<file path="config.mk">
export PLATFORM = sky130hd
export DESIGN_NAME = flood_retry_ctrl
export DESIGN_NICKNAME = d
export VERILOG_FILES = /design/src/flood_retry_pkg.sv /design/src/flood_retry_ctrl.sv
export SDC_FILE = /design/constraint.sdc
export NUM_CORES = 1
export LEC_CHECK = 0
export ABC_CLOCK_PERIOD_IN_PS = 1800
export BUFFER_PORTS_ARGS = -buffer_cell sky130_fd_sc_hd__buf_2
export CORE_MARGIN = 5
export CORE_UTILIZATION = 49
export CTS_BUF_LIST = sky130_fd_sc_hd__clkbuf_8
export CTS_CLUSTER_DIAMETER = 40
export CTS_CLUSTER_SIZE = 16
export DETAILED_ROUTE_END_ITERATION = 16
export GPL_ROUTABILITY_DRIVEN = 0
export PLACE_DENSITY_LB_ADDON = 0.25
export SKIP_CTS_REPAIR_TIMING = 1
export SYNTH_ARGS = -nofsm -noshare
export SYNTH_HDL_FRONTEND = slang
export SYNTH_SLANG_ARGS = --single-unit
</file>
<file path="constraint.sdc">
create_clock -name i_ref_clk -period 1.8 [get_ports i_ref_clk]
set_clock_uncertainty 0.05 [all_clocks]
set_input_delay 0.27 -clock i_ref_clk [delete_from_list [all_inputs] [get_ports i_ref_clk]]
set_output_delay 0.27 -clock i_ref_clk [all_outputs]
set_load 0.03 [all_outputs]
</file>
<file path="src/flood_retry_pkg.sv">
// package for the link error flood / retry control block
// assumes one 100 MHz core clock and a 4-lane link sampled from pins
package flood_retry_pkg;
	localparam int          LANES          = 4;
	localparam int          CLK_MHZ        = 100;
	localparam logic [2:0]  SYNC_RUN_MIN   = 3'h4;   // consecutive sync words before flood acts
	localparam logic [3:0]  RETRY_MAX_DEF  = 4'h3;
	localparam logic [3:0]  RETRY_CAP      = 4'h8;
	localparam logic [31:0] WB_ADDR_CTRL   = 32'h0000_0000;
	localparam logic [31:0] WB_ADDR_ROUTE  = 32'h0000_0004;
	localparam logic [31:0] WB_ADDR_STATUS = 32'h0000_0008;
	localparam logic [31:0] WB_ADDR_EVENT  = 32'h0000_000c;
	localparam logic [31:0] CTRL_RST       = 32'h0000_0000;
	localparam logic [31:0] ROUTE_RST      = 32'h0000_0000;
	localparam logic [31:0] WB_UNMAPPED    = 32'h0000_0000;

	// control register fields
	localparam int C_SERR_EN      = 0;  // command-register system-error enable
	localparam int C_BRIDGE_SERR  = 1;  // bridge-control system-error enable
	localparam int C_RETRY_EN     = 2;  // retry_mode_enable
	localparam int C_IS_BRIDGE    = 3;
	localparam int C_RETRY_MAX_LO = 4;  // 4-bit attempt limit

	// route enables, 3 bits per error: flood, fatal, nonfatal
	localparam int R_PROT = 0;
	localparam int R_OVF  = 3;
	localparam int R_EOC  = 6;
	localparam int R_RESP = 9;
	localparam int R_CRC  = 12;
	localparam int R_SERR = 15;

	typedef struct packed {
		logic [LANES-1:0] data;  // link_data_lanes
		logic             ctl;   // link_control_lane
	} lane_word_t;

	typedef struct packed {
		logic             protocol_error_log;
		logic             overflow_error_log;
		logic             end_chain_error_log;
		logic             inbound_end_chain_log;
		logic             response_error_log;
		logic [3:0]       lane_crc_error_log;
	} err_log_t;

	typedef struct packed {
		logic        cyc;
		logic        stb;
		logic        we;
		logic [3:0]  sel;
		logic [31:0] adr;
		logic [31:0] dat;
	} wb_req_t;

	typedef enum logic [2:0] {
		LS_NORMAL = 3'b001,
		LS_RETRY  = 3'b010,
		LS_FLOOD  = 3'b100
	} link_state_t;
endpackage

</file>
<file path="src/flood_retry_ctrl.sv">
// error containment for one link node: flood, routing, retry mode, stomping
// assumes pins arrive unsynchronised; crc and packet framing come from neighbours
`timescale 1ns/10ps
`default_nettype none

// Function
// - error flood drives all lanes to ones
// - received flood after init is relayed everywhere, except upward on a bridge without both enables
// - flooding continues until reset
// - no crc generate/check during sync
// - every flood participant sets chain-fail flag
// - warm reset ends flood, flags persist
// - initiating needs serr enable, sets signalled flag
// - bridge sets detected flag for foreign flood
// - upward relay needs both bridge enables
// - unrelayed secondary flood becomes fatal/nonfatal
// - in-chain relay needs no enable
// - bridge always floods primary to secondary
// - log with enable gives that notification
// - flood routing only for four error kinds
// - warm reset enters/leaves retry per enable
// - retry mode checks crc, drops, replays
// - retry mode disables periodic crc window
// - exhausted retries declare unrecoverable error for attempt limits up to 7
// - stomp sends inverted correct crc
// - speculation only to retry links, not info
// - stomped packet dropped, credits returned
// - four consecutive syncs before flood acts
module flood_retry_ctrl
	import flood_retry_pkg::*;
(
	// clock and resets
	input  wire logic                        i_ref_clk,
	input  wire logic                        i_rst_b,
	input  wire logic                        i_warm_rst,
	// wishbone slave
	input  wire flood_retry_pkg::wb_req_t    i_wb,
	output logic                             o_wb_ack,
	output logic [31:0]                      o_wb_dat,
	// link pins, primary and secondary
	input  wire flood_retry_pkg::lane_word_t i_pri_rx,
	input  wire flood_retry_pkg::lane_word_t i_sec_rx,
	input  wire flood_retry_pkg::lane_word_t i_pri_tx_data,
	input  wire flood_retry_pkg::lane_word_t i_sec_tx_data,
	output flood_retry_pkg::lane_word_t      o_pri_tx,
	output flood_retry_pkg::lane_word_t      o_sec_tx,
	// neighbour events, same clock
	input  wire logic                        i_init_done,
	input  wire flood_retry_pkg::err_log_t   i_err_set,
	input  wire logic                        i_internal_err,
	input  wire logic                        i_retry_fail,
	input  wire logic                        i_retry_ok,
	input  wire logic                        i_pkt_crc_bad,
	input  wire logic                        i_pkt_stomped,
	input  wire logic                        i_pkt_is_info,
	input  wire logic                        i_fwd_spec_bad,
	input  wire logic [31:0]                 i_fwd_crc,
	// outcomes
	output logic                             o_crc_gen_en,
	output logic                             o_crc_chk_en,
	output logic                             o_periodic_crc_en,
	output logic                             o_retry_mode,
	output logic                             o_retry_start,
	output logic                             o_pkt_drop,
	output logic                             o_credit_return,
	output logic                             o_spec_allowed,
	output logic [31:0]                      o_fwd_crc,
	output logic                             o_fatal,
	output logic                             o_nonfatal
);
	import flood_retry_pkg::*;

	// ----------------------------------------------------------------
	// state
	// ----------------------------------------------------------------
	typedef struct packed {
		lane_word_t  pri_s1, pri_s2, sec_s1, sec_s2;
		logic [2:0]  pri_run, sec_run;
		link_state_t mode;
		logic        flood_pri, flood_sec;
		logic        crc_chk_off;
		err_log_t    log;
		logic        chain_fail, sig_serr, det_serr, unrecov;
		logic [3:0]  retries;
		logic [31:0] ctrl, route;
		logic        ack;
		logic [31:0] rdat;
		logic        fatal, nonfatal, retry_start, drop, credit;
		logic [31:0] fwd_crc;
	} state_t;

	state_t st_r, st_nxt;

	// one enable bit of an error class: 2 flood, 1 fatal, 0 nonfatal
	function automatic logic route_of(input logic [31:0] r, input int base, input int k);
		route_of = r[base+k];
	endfunction

	logic pri_sync, sec_sync, pri_flood_seen, sec_flood_seen, wb_hit, err_flood;
	logic err_fatal, err_nonfatal, serr_en, bridge_en, is_bridge, init_flood, up_relay;
	logic [3:0] retry_max;

	// ----------------------------------------------------------------
	// decode
	// ----------------------------------------------------------------
	// sync word is every lane high; only second stage is looked at
	assign pri_sync = &{st_r.pri_s2.data, st_r.pri_s2.ctl};
	assign sec_sync = &{st_r.sec_s2.data, st_r.sec_s2.ctl};
	assign pri_flood_seen = i_init_done && (st_r.pri_run >= SYNC_RUN_MIN);
	assign sec_flood_seen = i_init_done && (st_r.sec_run >= SYNC_RUN_MIN);
	assign serr_en   = st_r.ctrl[C_SERR_EN];
	assign bridge_en = st_r.ctrl[C_BRIDGE_SERR];
	assign is_bridge = st_r.ctrl[C_IS_BRIDGE];
	assign retry_max = st_r.ctrl[C_RETRY_MAX_LO +: 4];
	assign wb_hit    = i_wb.cyc && i_wb.stb && !st_r.ack;

	// routing: flood only for protocol, overflow, crc, unrecoverable retry (on the crc enable)
	always_comb begin
		err_flood    = 1'b0;
		err_fatal    = 1'b0;
		err_nonfatal = 1'b0;
		err_flood = (st_r.log.protocol_error_log && route_of(st_r.route, R_PROT, 2))
			|| (st_r.log.overflow_error_log && route_of(st_r.route, R_OVF, 2))
			|| ((|st_r.log.lane_crc_error_log) && route_of(st_r.route, R_CRC, 2))
			|| (st_r.unrecov && route_of(st_r.route, R_CRC, 2));
		err_fatal = (st_r.log.protocol_error_log && route_of(st_r.route, R_PROT, 1))
			|| (st_r.log.overflow_error_log && route_of(st_r.route, R_OVF, 1))
			|| (st_r.log.end_chain_error_log && route_of(st_r.route, R_EOC, 1))
			|| (st_r.log.response_error_log && route_of(st_r.route, R_RESP, 1))
			|| ((|st_r.log.lane_crc_error_log || st_r.unrecov) && route_of(st_r.route, R_CRC, 1))
			|| (st_r.det_serr && route_of(st_r.route, R_SERR, 1));
		err_nonfatal = (st_r.log.protocol_error_log && route_of(st_r.route, R_PROT, 0))
			|| (st_r.log.overflow_error_log && route_of(st_r.route, R_OVF, 0))
			|| (st_r.log.end_chain_error_log && route_of(st_r.route, R_EOC, 0))
			|| (st_r.log.response_error_log && route_of(st_r.route, R_RESP, 0))
			|| ((|st_r.log.lane_crc_error_log || st_r.unrecov) && route_of(st_r.route, R_CRC, 0))
			|| (st_r.det_serr && route_of(st_r.route, R_SERR, 0));
	end

	// a local flood needs the command-register enable; bridge upward needs both
	assign init_flood = serr_en && err_flood;
	assign up_relay   = is_bridge ? (sec_flood_seen && bridge_en && serr_en) : sec_flood_seen;

	// ----------------------------------------------------------------
	// next state
	// ----------------------------------------------------------------
	always_comb begin
		st_nxt = st_r;
		st_nxt.pri_s1 = i_pri_rx;
		st_nxt.pri_s2 = st_r.pri_s1;
		st_nxt.sec_s1 = i_sec_rx;
		st_nxt.sec_s2 = st_r.sec_s1;
		st_nxt.retry_start = 1'b0;
		st_nxt.drop = 1'b0;
		st_nxt.credit = 1'b0;
		// count consecutive sync words, saturating
		st_nxt.pri_run = !pri_sync ? 3'h0 : (st_r.pri_run == SYNC_RUN_MIN ? st_r.pri_run
			: st_r.pri_run + 3'h1);
		st_nxt.sec_run = !sec_sync ? 3'h0 : (st_r.sec_run == SYNC_RUN_MIN ? st_r.sec_run
			: st_r.sec_run + 3'h1);
		// error logs are sticky; hardware set wins
		st_nxt.log = st_r.log | i_err_set;
		// flood latches: sticky until reset
		if (pri_flood_seen || init_flood) begin
			st_nxt.flood_pri = 1'b1;
			st_nxt.flood_sec = 1'b1;
		end
		if (sec_flood_seen) begin
			st_nxt.flood_sec = 1'b1;
		end
		if (up_relay) begin
			st_nxt.flood_pri = 1'b1;
		end
		if (is_bridge && i_internal_err) begin
			st_nxt.flood_sec = 1'b1;
		end
		if (init_flood) begin
			st_nxt.sig_serr = 1'b1;
		end
		if (is_bridge && sec_flood_seen && !st_r.flood_sec) begin
			st_nxt.det_serr = 1'b1;
		end
		if (st_nxt.flood_pri || st_nxt.flood_sec) begin
			st_nxt.chain_fail = 1'b1;
		end
		if (pri_flood_seen || sec_flood_seen) begin
			st_nxt.crc_chk_off = 1'b1;
		end
		// flood state overrides mode
		if (st_nxt.flood_pri || st_nxt.flood_sec) begin
			st_nxt.mode = LS_FLOOD;
		end
		// retry handling: receiver crc failure drops and starts a retry
		if (st_r.mode == LS_RETRY) begin
			if (i_pkt_stomped) begin
				st_nxt.drop = 1'b1;
				st_nxt.credit = 1'b1;
			end else if (i_pkt_crc_bad) begin
				st_nxt.drop = 1'b1;
				st_nxt.retry_start = 1'b1;
			end
			if (i_retry_ok) begin
				st_nxt.retries = 4'h0;
			end else if ((i_pkt_crc_bad && !i_pkt_stomped) || i_retry_fail) begin
				if (st_r.retries != RETRY_CAP) begin
					st_nxt.retries = st_r.retries + 4'h1;
					if (st_r.retries + 4'h1 > retry_max) begin
						st_nxt.unrecov = 1'b1;
					end
				end
			end
		end
		// stomp marks the forwarded crc; info packets are never stomped
		st_nxt.fwd_crc = (i_fwd_spec_bad && !i_pkt_is_info && st_r.mode == LS_RETRY)
			? ~i_fwd_crc : i_fwd_crc;
		st_nxt.fatal = err_fatal;
		st_nxt.nonfatal = err_nonfatal;
		// wishbone: one-cycle ack, writes at the acked edge
		st_nxt.ack = wb_hit;
		st_nxt.rdat = WB_UNMAPPED;
		if (wb_hit) begin
			case (i_wb.adr)
				WB_ADDR_CTRL: begin
					st_nxt.rdat = st_r.ctrl;
					if (i_wb.we) begin
						for (int b = 0; b < 4; b++) begin
							if (i_wb.sel[b]) st_nxt.ctrl[b*8 +: 8] = i_wb.dat[b*8 +: 8];
						end
					end
				end
				WB_ADDR_ROUTE: begin
					st_nxt.rdat = st_r.route;
					if (i_wb.we) begin
						for (int b = 0; b < 4; b++) begin
							if (i_wb.sel[b]) st_nxt.route[b*8 +: 8] = i_wb.dat[b*8 +: 8];
						end
					end
				end
				WB_ADDR_STATUS: begin
					st_nxt.rdat = {19'h0, st_r.retries, st_r.mode, st_r.unrecov, st_r.det_serr,
						st_r.sig_serr, st_r.chain_fail, st_r.flood_sec, st_r.flood_pri};
				end
				WB_ADDR_EVENT: begin
					st_nxt.rdat = {23'h0, st_r.log};
					// write one to clear; a same-cycle set still wins
					if (i_wb.we && i_wb.sel[0]) begin
						st_nxt.log[7:0] = (st_r.log[7:0] & ~i_wb.dat[7:0]) | i_err_set[7:0];
					end
					if (i_wb.we && i_wb.sel[1]) begin
						st_nxt.log.protocol_error_log = (st_r.log.protocol_error_log
							& ~i_wb.dat[8]) | i_err_set.protocol_error_log;
					end
				end
				default: st_nxt.rdat = WB_UNMAPPED;
			endcase
		end
		// warm reset: flood ends, retry mode follows the enable, flags persist
		if (i_warm_rst) begin
			st_nxt.flood_pri = 1'b0;
			st_nxt.flood_sec = 1'b0;
			st_nxt.crc_chk_off = 1'b0;
			st_nxt.retries = 4'h0;
			st_nxt.mode = st_r.ctrl[C_RETRY_EN] ? LS_RETRY : LS_NORMAL;
		end
	end

	// ----------------------------------------------------------------
	// registers
	// ----------------------------------------------------------------
	always_ff @(posedge i_ref_clk or negedge i_rst_b) begin
		if (!i_rst_b) begin
			st_r <= '0;
			st_r.mode <= LS_NORMAL;
			st_r.ctrl <= CTRL_RST;
			st_r.route <= ROUTE_RST;
		end else begin
			st_r <= st_nxt;
		end
	end

	// ----------------------------------------------------------------
	// outputs
	// ----------------------------------------------------------------
	// flooding lanes are all ones; crc generation stops while either side floods
	assign o_pri_tx = st_r.flood_pri ? '1 : i_pri_tx_data;
	assign o_sec_tx = st_r.flood_sec ? '1 : i_sec_tx_data;
	assign o_crc_gen_en = !(st_r.flood_pri || st_r.flood_sec);
	assign o_crc_chk_en = !st_r.crc_chk_off;
	assign o_periodic_crc_en = (st_r.mode == LS_NORMAL);
	assign o_retry_mode = (st_r.mode == LS_RETRY);
	assign o_spec_allowed = (st_r.mode == LS_RETRY);
	assign o_retry_start = st_r.retry_start;
	assign o_pkt_drop = st_r.drop;
	assign o_credit_return = st_r.credit;
	assign o_fwd_crc = st_r.fwd_crc;
	assign o_fatal = st_r.fatal;
	assign o_nonfatal = st_r.nonfatal;
	assign o_wb_ack = st_r.ack;
	assign o_wb_dat = st_r.rdat;

	// ----------------------------------------------------------------
	// checks
	// ----------------------------------------------------------------
	a_flood_holds: assert property (@(posedge i_ref_clk) disable iff (!i_rst_b)
		st_r.flood_pri && !i_warm_rst |=> st_r.flood_pri) else $error("flood dropped");
	a_flood_ones: assert property (@(posedge i_ref_clk) disable iff (!i_rst_b)
		st_r.flood_sec |-> o_sec_tx == '1) else $error("flood lanes not ones");
	a_chain_fail: assert property (@(posedge i_ref_clk) disable iff (!i_rst_b)
		$rose(st_r.flood_pri) |-> st_r.chain_fail) else $error("chain fail missing");
	a_crc_gen_off: assert property (@(posedge i_ref_clk) disable iff (!i_rst_b)
		st_r.flood_pri |-> !o_crc_gen_en) else $error("crc generated in flood");
	a_sync_run: assert property (@(posedge i_ref_clk) disable iff (!i_rst_b)
		$rose(st_r.flood_pri) && !$past(init_flood) && !$past(up_relay)
		|-> $past(st_r.pri_run) == SYNC_RUN_MIN) else $error("flood without four syncs");
	a_serr_gate: assert property (@(posedge i_ref_clk) disable iff (!i_rst_b)
		$rose(st_r.sig_serr) |-> $past(serr_en)) else $error("signalled without enable");
	a_retry_entry: assert property (@(posedge i_ref_clk) disable iff (!i_rst_b)
		i_warm_rst && st_r.ctrl[C_RETRY_EN] |=> o_retry_mode) else $error("no retry entry");
	a_stomp_credit: assert property (@(posedge i_ref_clk) disable iff (!i_rst_b)
		o_retry_mode && i_pkt_stomped && !i_warm_rst |=> o_credit_return && !o_retry_start)
		else $error("stomped packet mishandled");
	a_flags_keep: assert property (@(posedge i_ref_clk) disable iff (!i_rst_b)
		i_warm_rst && st_r.chain_fail |=> st_r.chain_fail) else $error("flag lost");
endmodule

`default_nettype wire

</file>
==> reports/metrics.csv <==
stage,metric,value,unit
critical_path,crit_start,st_r[155],
pwr,seq_power_share,55.1,%
floorplan,die_w,136.9,µm
pwr,power.leakage,5.254,nW
cells_and_area,drive_gt1_share,45.74,%
clocking,path_clk_slew,0.10,ns
cells_and_area,syn2layout_area_growth,33.65,%
floorplan,die_area,0.01873,mm²
outcome,outcome,"complete, but fails checks",
detailed_routing,wl,19750,µm
clocking,cts_sinks,183,
floorplan,initial_core_util,49.83,%
cells_and_area,fin_util,66.60,%
worst_hold_path,worstHoldStart,i_wb[9],
sta,finalMaxSlewViolations,0,
floorplan,rows,46,
yosys,synth_top_area_cell,dfrtp_1,
pwr,p_comb_share,10.1,%
placement,pre_cts_slack,-0.3540,ns
outcome,violations,negative setup slack,
detailed_routing,drc_errors,0,
yosys,synth_edf_count,0,
critical_path,cp.arrival,1.49,ns
clocking,cts_buffer_depth,2,
detailed_routing,drt.antenna.violating_nets,0,
sta,final-hold-violation-count,0,
run,maxCapViolCount,0,
yosys,synth_commonest_cells,"dfrtp_1, buf_4, mux2_2",
critical_path,cp_max_fo,5,
placement,place_inst,1017,
pwr,netSwitchingPower,2.008,mW
yosys,yosysMostFrequentCell,dfrtp_1,
yosys,synth.ff_latch_count,183,
clocking,clkLatencyLatePin,0.45,ns
placement,postPlaceCellArea,0.009248,mm²
sta,finalCriticalPeriod,1.807,ns
pwr,p_int,5.600,mW
clocking,cts_buffers,17,
grt,antenna_found_initial,2,
yosys,netlist_top_cells_area,"dfrtp_1, mux2_2, buf_4, xnor2_1, a22oi_1",
yosys,yosysSeqAreaShare,58.07,%
detailed_routing,wire_per_inst,17.44,µm
yosys,yosys_warnings,0,
cells_and_area,layoutNonFillerInstCount,1132,
critical_path,r2r_start,st_r[155],
yosys,syn_area_per_cell,12.74,µm²
sta,setup_viol,2,
floorplan,boundaryPins,228,
grt,grt_pass1_vias,5769,
sta,tightestPinTransition,0.4980,ns
grt,track_usage,19.96,%
sta,hold-worst-slack,0.02065,ns
worst_hold_path,hold_class,input port to register,
detailed_routing,drt_iter0_drc,314,
critical_path,critPathLaunchType,register,
critical_path,cp.required,1.48,ns
grt,overflow,0,
floorplan,die_height,136.9,µm
critical_path,critical_path_class,register to primary output,
cells_and_area,fin_area,0.01054,mm²
clocking,htree_levels,4,
yosys,synth_flop_cell,dfrtp_1,
pwr,clockPowerShare,34.8,%
detailed_routing,via_per_inst,5.086,
clocking,cts_root_buf,clkbuf_8,
sta,slew_headroom,66.80,%
yosys,async_reset_ff_share,100.0,%
yosys,synth_cells,619,
pwr,ir_drop,495.0,µV
sta,rsz0062_at_grt,yes,
grt,grt_pass1_wl,28990,µm
grt,grt_max_degree,54,
yosys,synthDistinctLibCells,50,
yosys,synth.top_cell.area_share,57.74,%
sta,min_period_over_period,100.4,%
pwr,switching_share,26.39,%
sta,worst_slack,-0.006848,ns
pwr,p_per_area,721.7,mW/mm²
floorplan,fp.coreArea,0.01583,mm²
yosys,synth_area,0.007888,mm²
detailed_routing,vias,5757,
placement,port_buffers,227,
critical_path,setup.worst_path.end_class,primary output,
placement,dp_hpwl,14140,µm
clocking,cts_tree,built,
cells_and_area,nNetsFinal,1056,
cells_and_area,diodes,0,
detailed_routing,first_pass_iters,5,
sta,max_freq,553.5,MHz
yosys,syn_nets,772,
-- through the flow --
stage	power, mW	TNS (ns)
after floorplan	4.557	-0.3638
after global placement	4.885	-22.04
after detailed placement	4.902	-27.05
after CTS	7.541	-0.7708
after global routing	7.900	-0.2293
final	7.608	-0.01251
-- cells in the final DEF, fill, tap and decap left out, types with 13 or more instances in the layout --
cell           count
a22oi_1           26
buf_2            218
buf_4             44
clkbuf_8          18
dfrtp_1          180
dlygate4sd3_1     72
inv_1             13
mux2_2            60
nand2_1           24
nor2_1            41
xnor2_1           35
-- final timing paths --
path	to	slack, ns	cells past startpoint
worst max-delay path	o_retry_mode	-0.007	3
worst min-delay path	st_r[111]	0.02	2
worst max register to register	o_fwd_crc[18]	0.06	6
worst min register to register	st_r[164]	0.31	0
max in group asynchronous	st_r[157]	0.77	3
min in group asynchronous	st_r[175]	0.28	2
-- critical path, cell delays in order (launching register included) --
cell,delay [ns]
dfrtp_1,0.43
inv_2,0.08
nor3_4,0.34
buf_6,0.19
-- per-layer routing --
| layer | share of wire, % | wire length (µm) | GRT usage (%) |
|---|---|---|---|
| met5 | 0.11 | 21 | 0 |
| met4 | 1.4 | 285 | 7.317 |
| met3 | 8.4 | 1659 | 6.728 |
| met2 | 50 | 9946 | 32.89 |
| met1 | 40 | 7833 | 24.55 |
-- state kept, by name, summed over array words and instances, names as in the netlist --
register / cells
o_retry_start: 1
st_nxt: 10
o_credit_return: 1
st_r: 96
is_bridge: 1
o_pkt_drop: 1
serr_en: 1
o_nonfatal: 1
bridge_en: 1
o_fwd_crc: 32
o_wb_ack: 1
o_fatal: 1
retry_max: 4
o_wb_dat: 32
-- cell families after synthesis --
group	share of synthesized area, %
flip-flops	58.07
AND/OR/NAND/NOR	10.28
buffers and inverters	8.217
multiplexers	11.37
AO/OA/AOI/OAI	6.472
XOR/XNOR	3.997
adder cells (fa/ha/maj)	1.586
-- layout make-up --
type | count | area, µm²
clock inverters | 14 | 130.1
clock buffers | 18 | 247.7
repair buffers | 354 | 2440
flip-flops and latches | 183 | 4583
inverters | 13 | 48.80
multi-input cells | 334 | 2821
fillers | 1187 | 5286
well taps | 216 | 270.3
-- power groups by stage --
stage	sequential, mW	clock (mW)	combinational, mW
5_1_grt	4.20	2.87	0.829
4_1_cts	4.19	2.72	0.628
6_report	4.19	2.65	0.767
3_3_place_gp	4.27	0	0.611
3_5_place_dp	4.28	0	0.627
2_1_floorplan	4.27	0	0.284
Power figures use the tool's default switching activity.
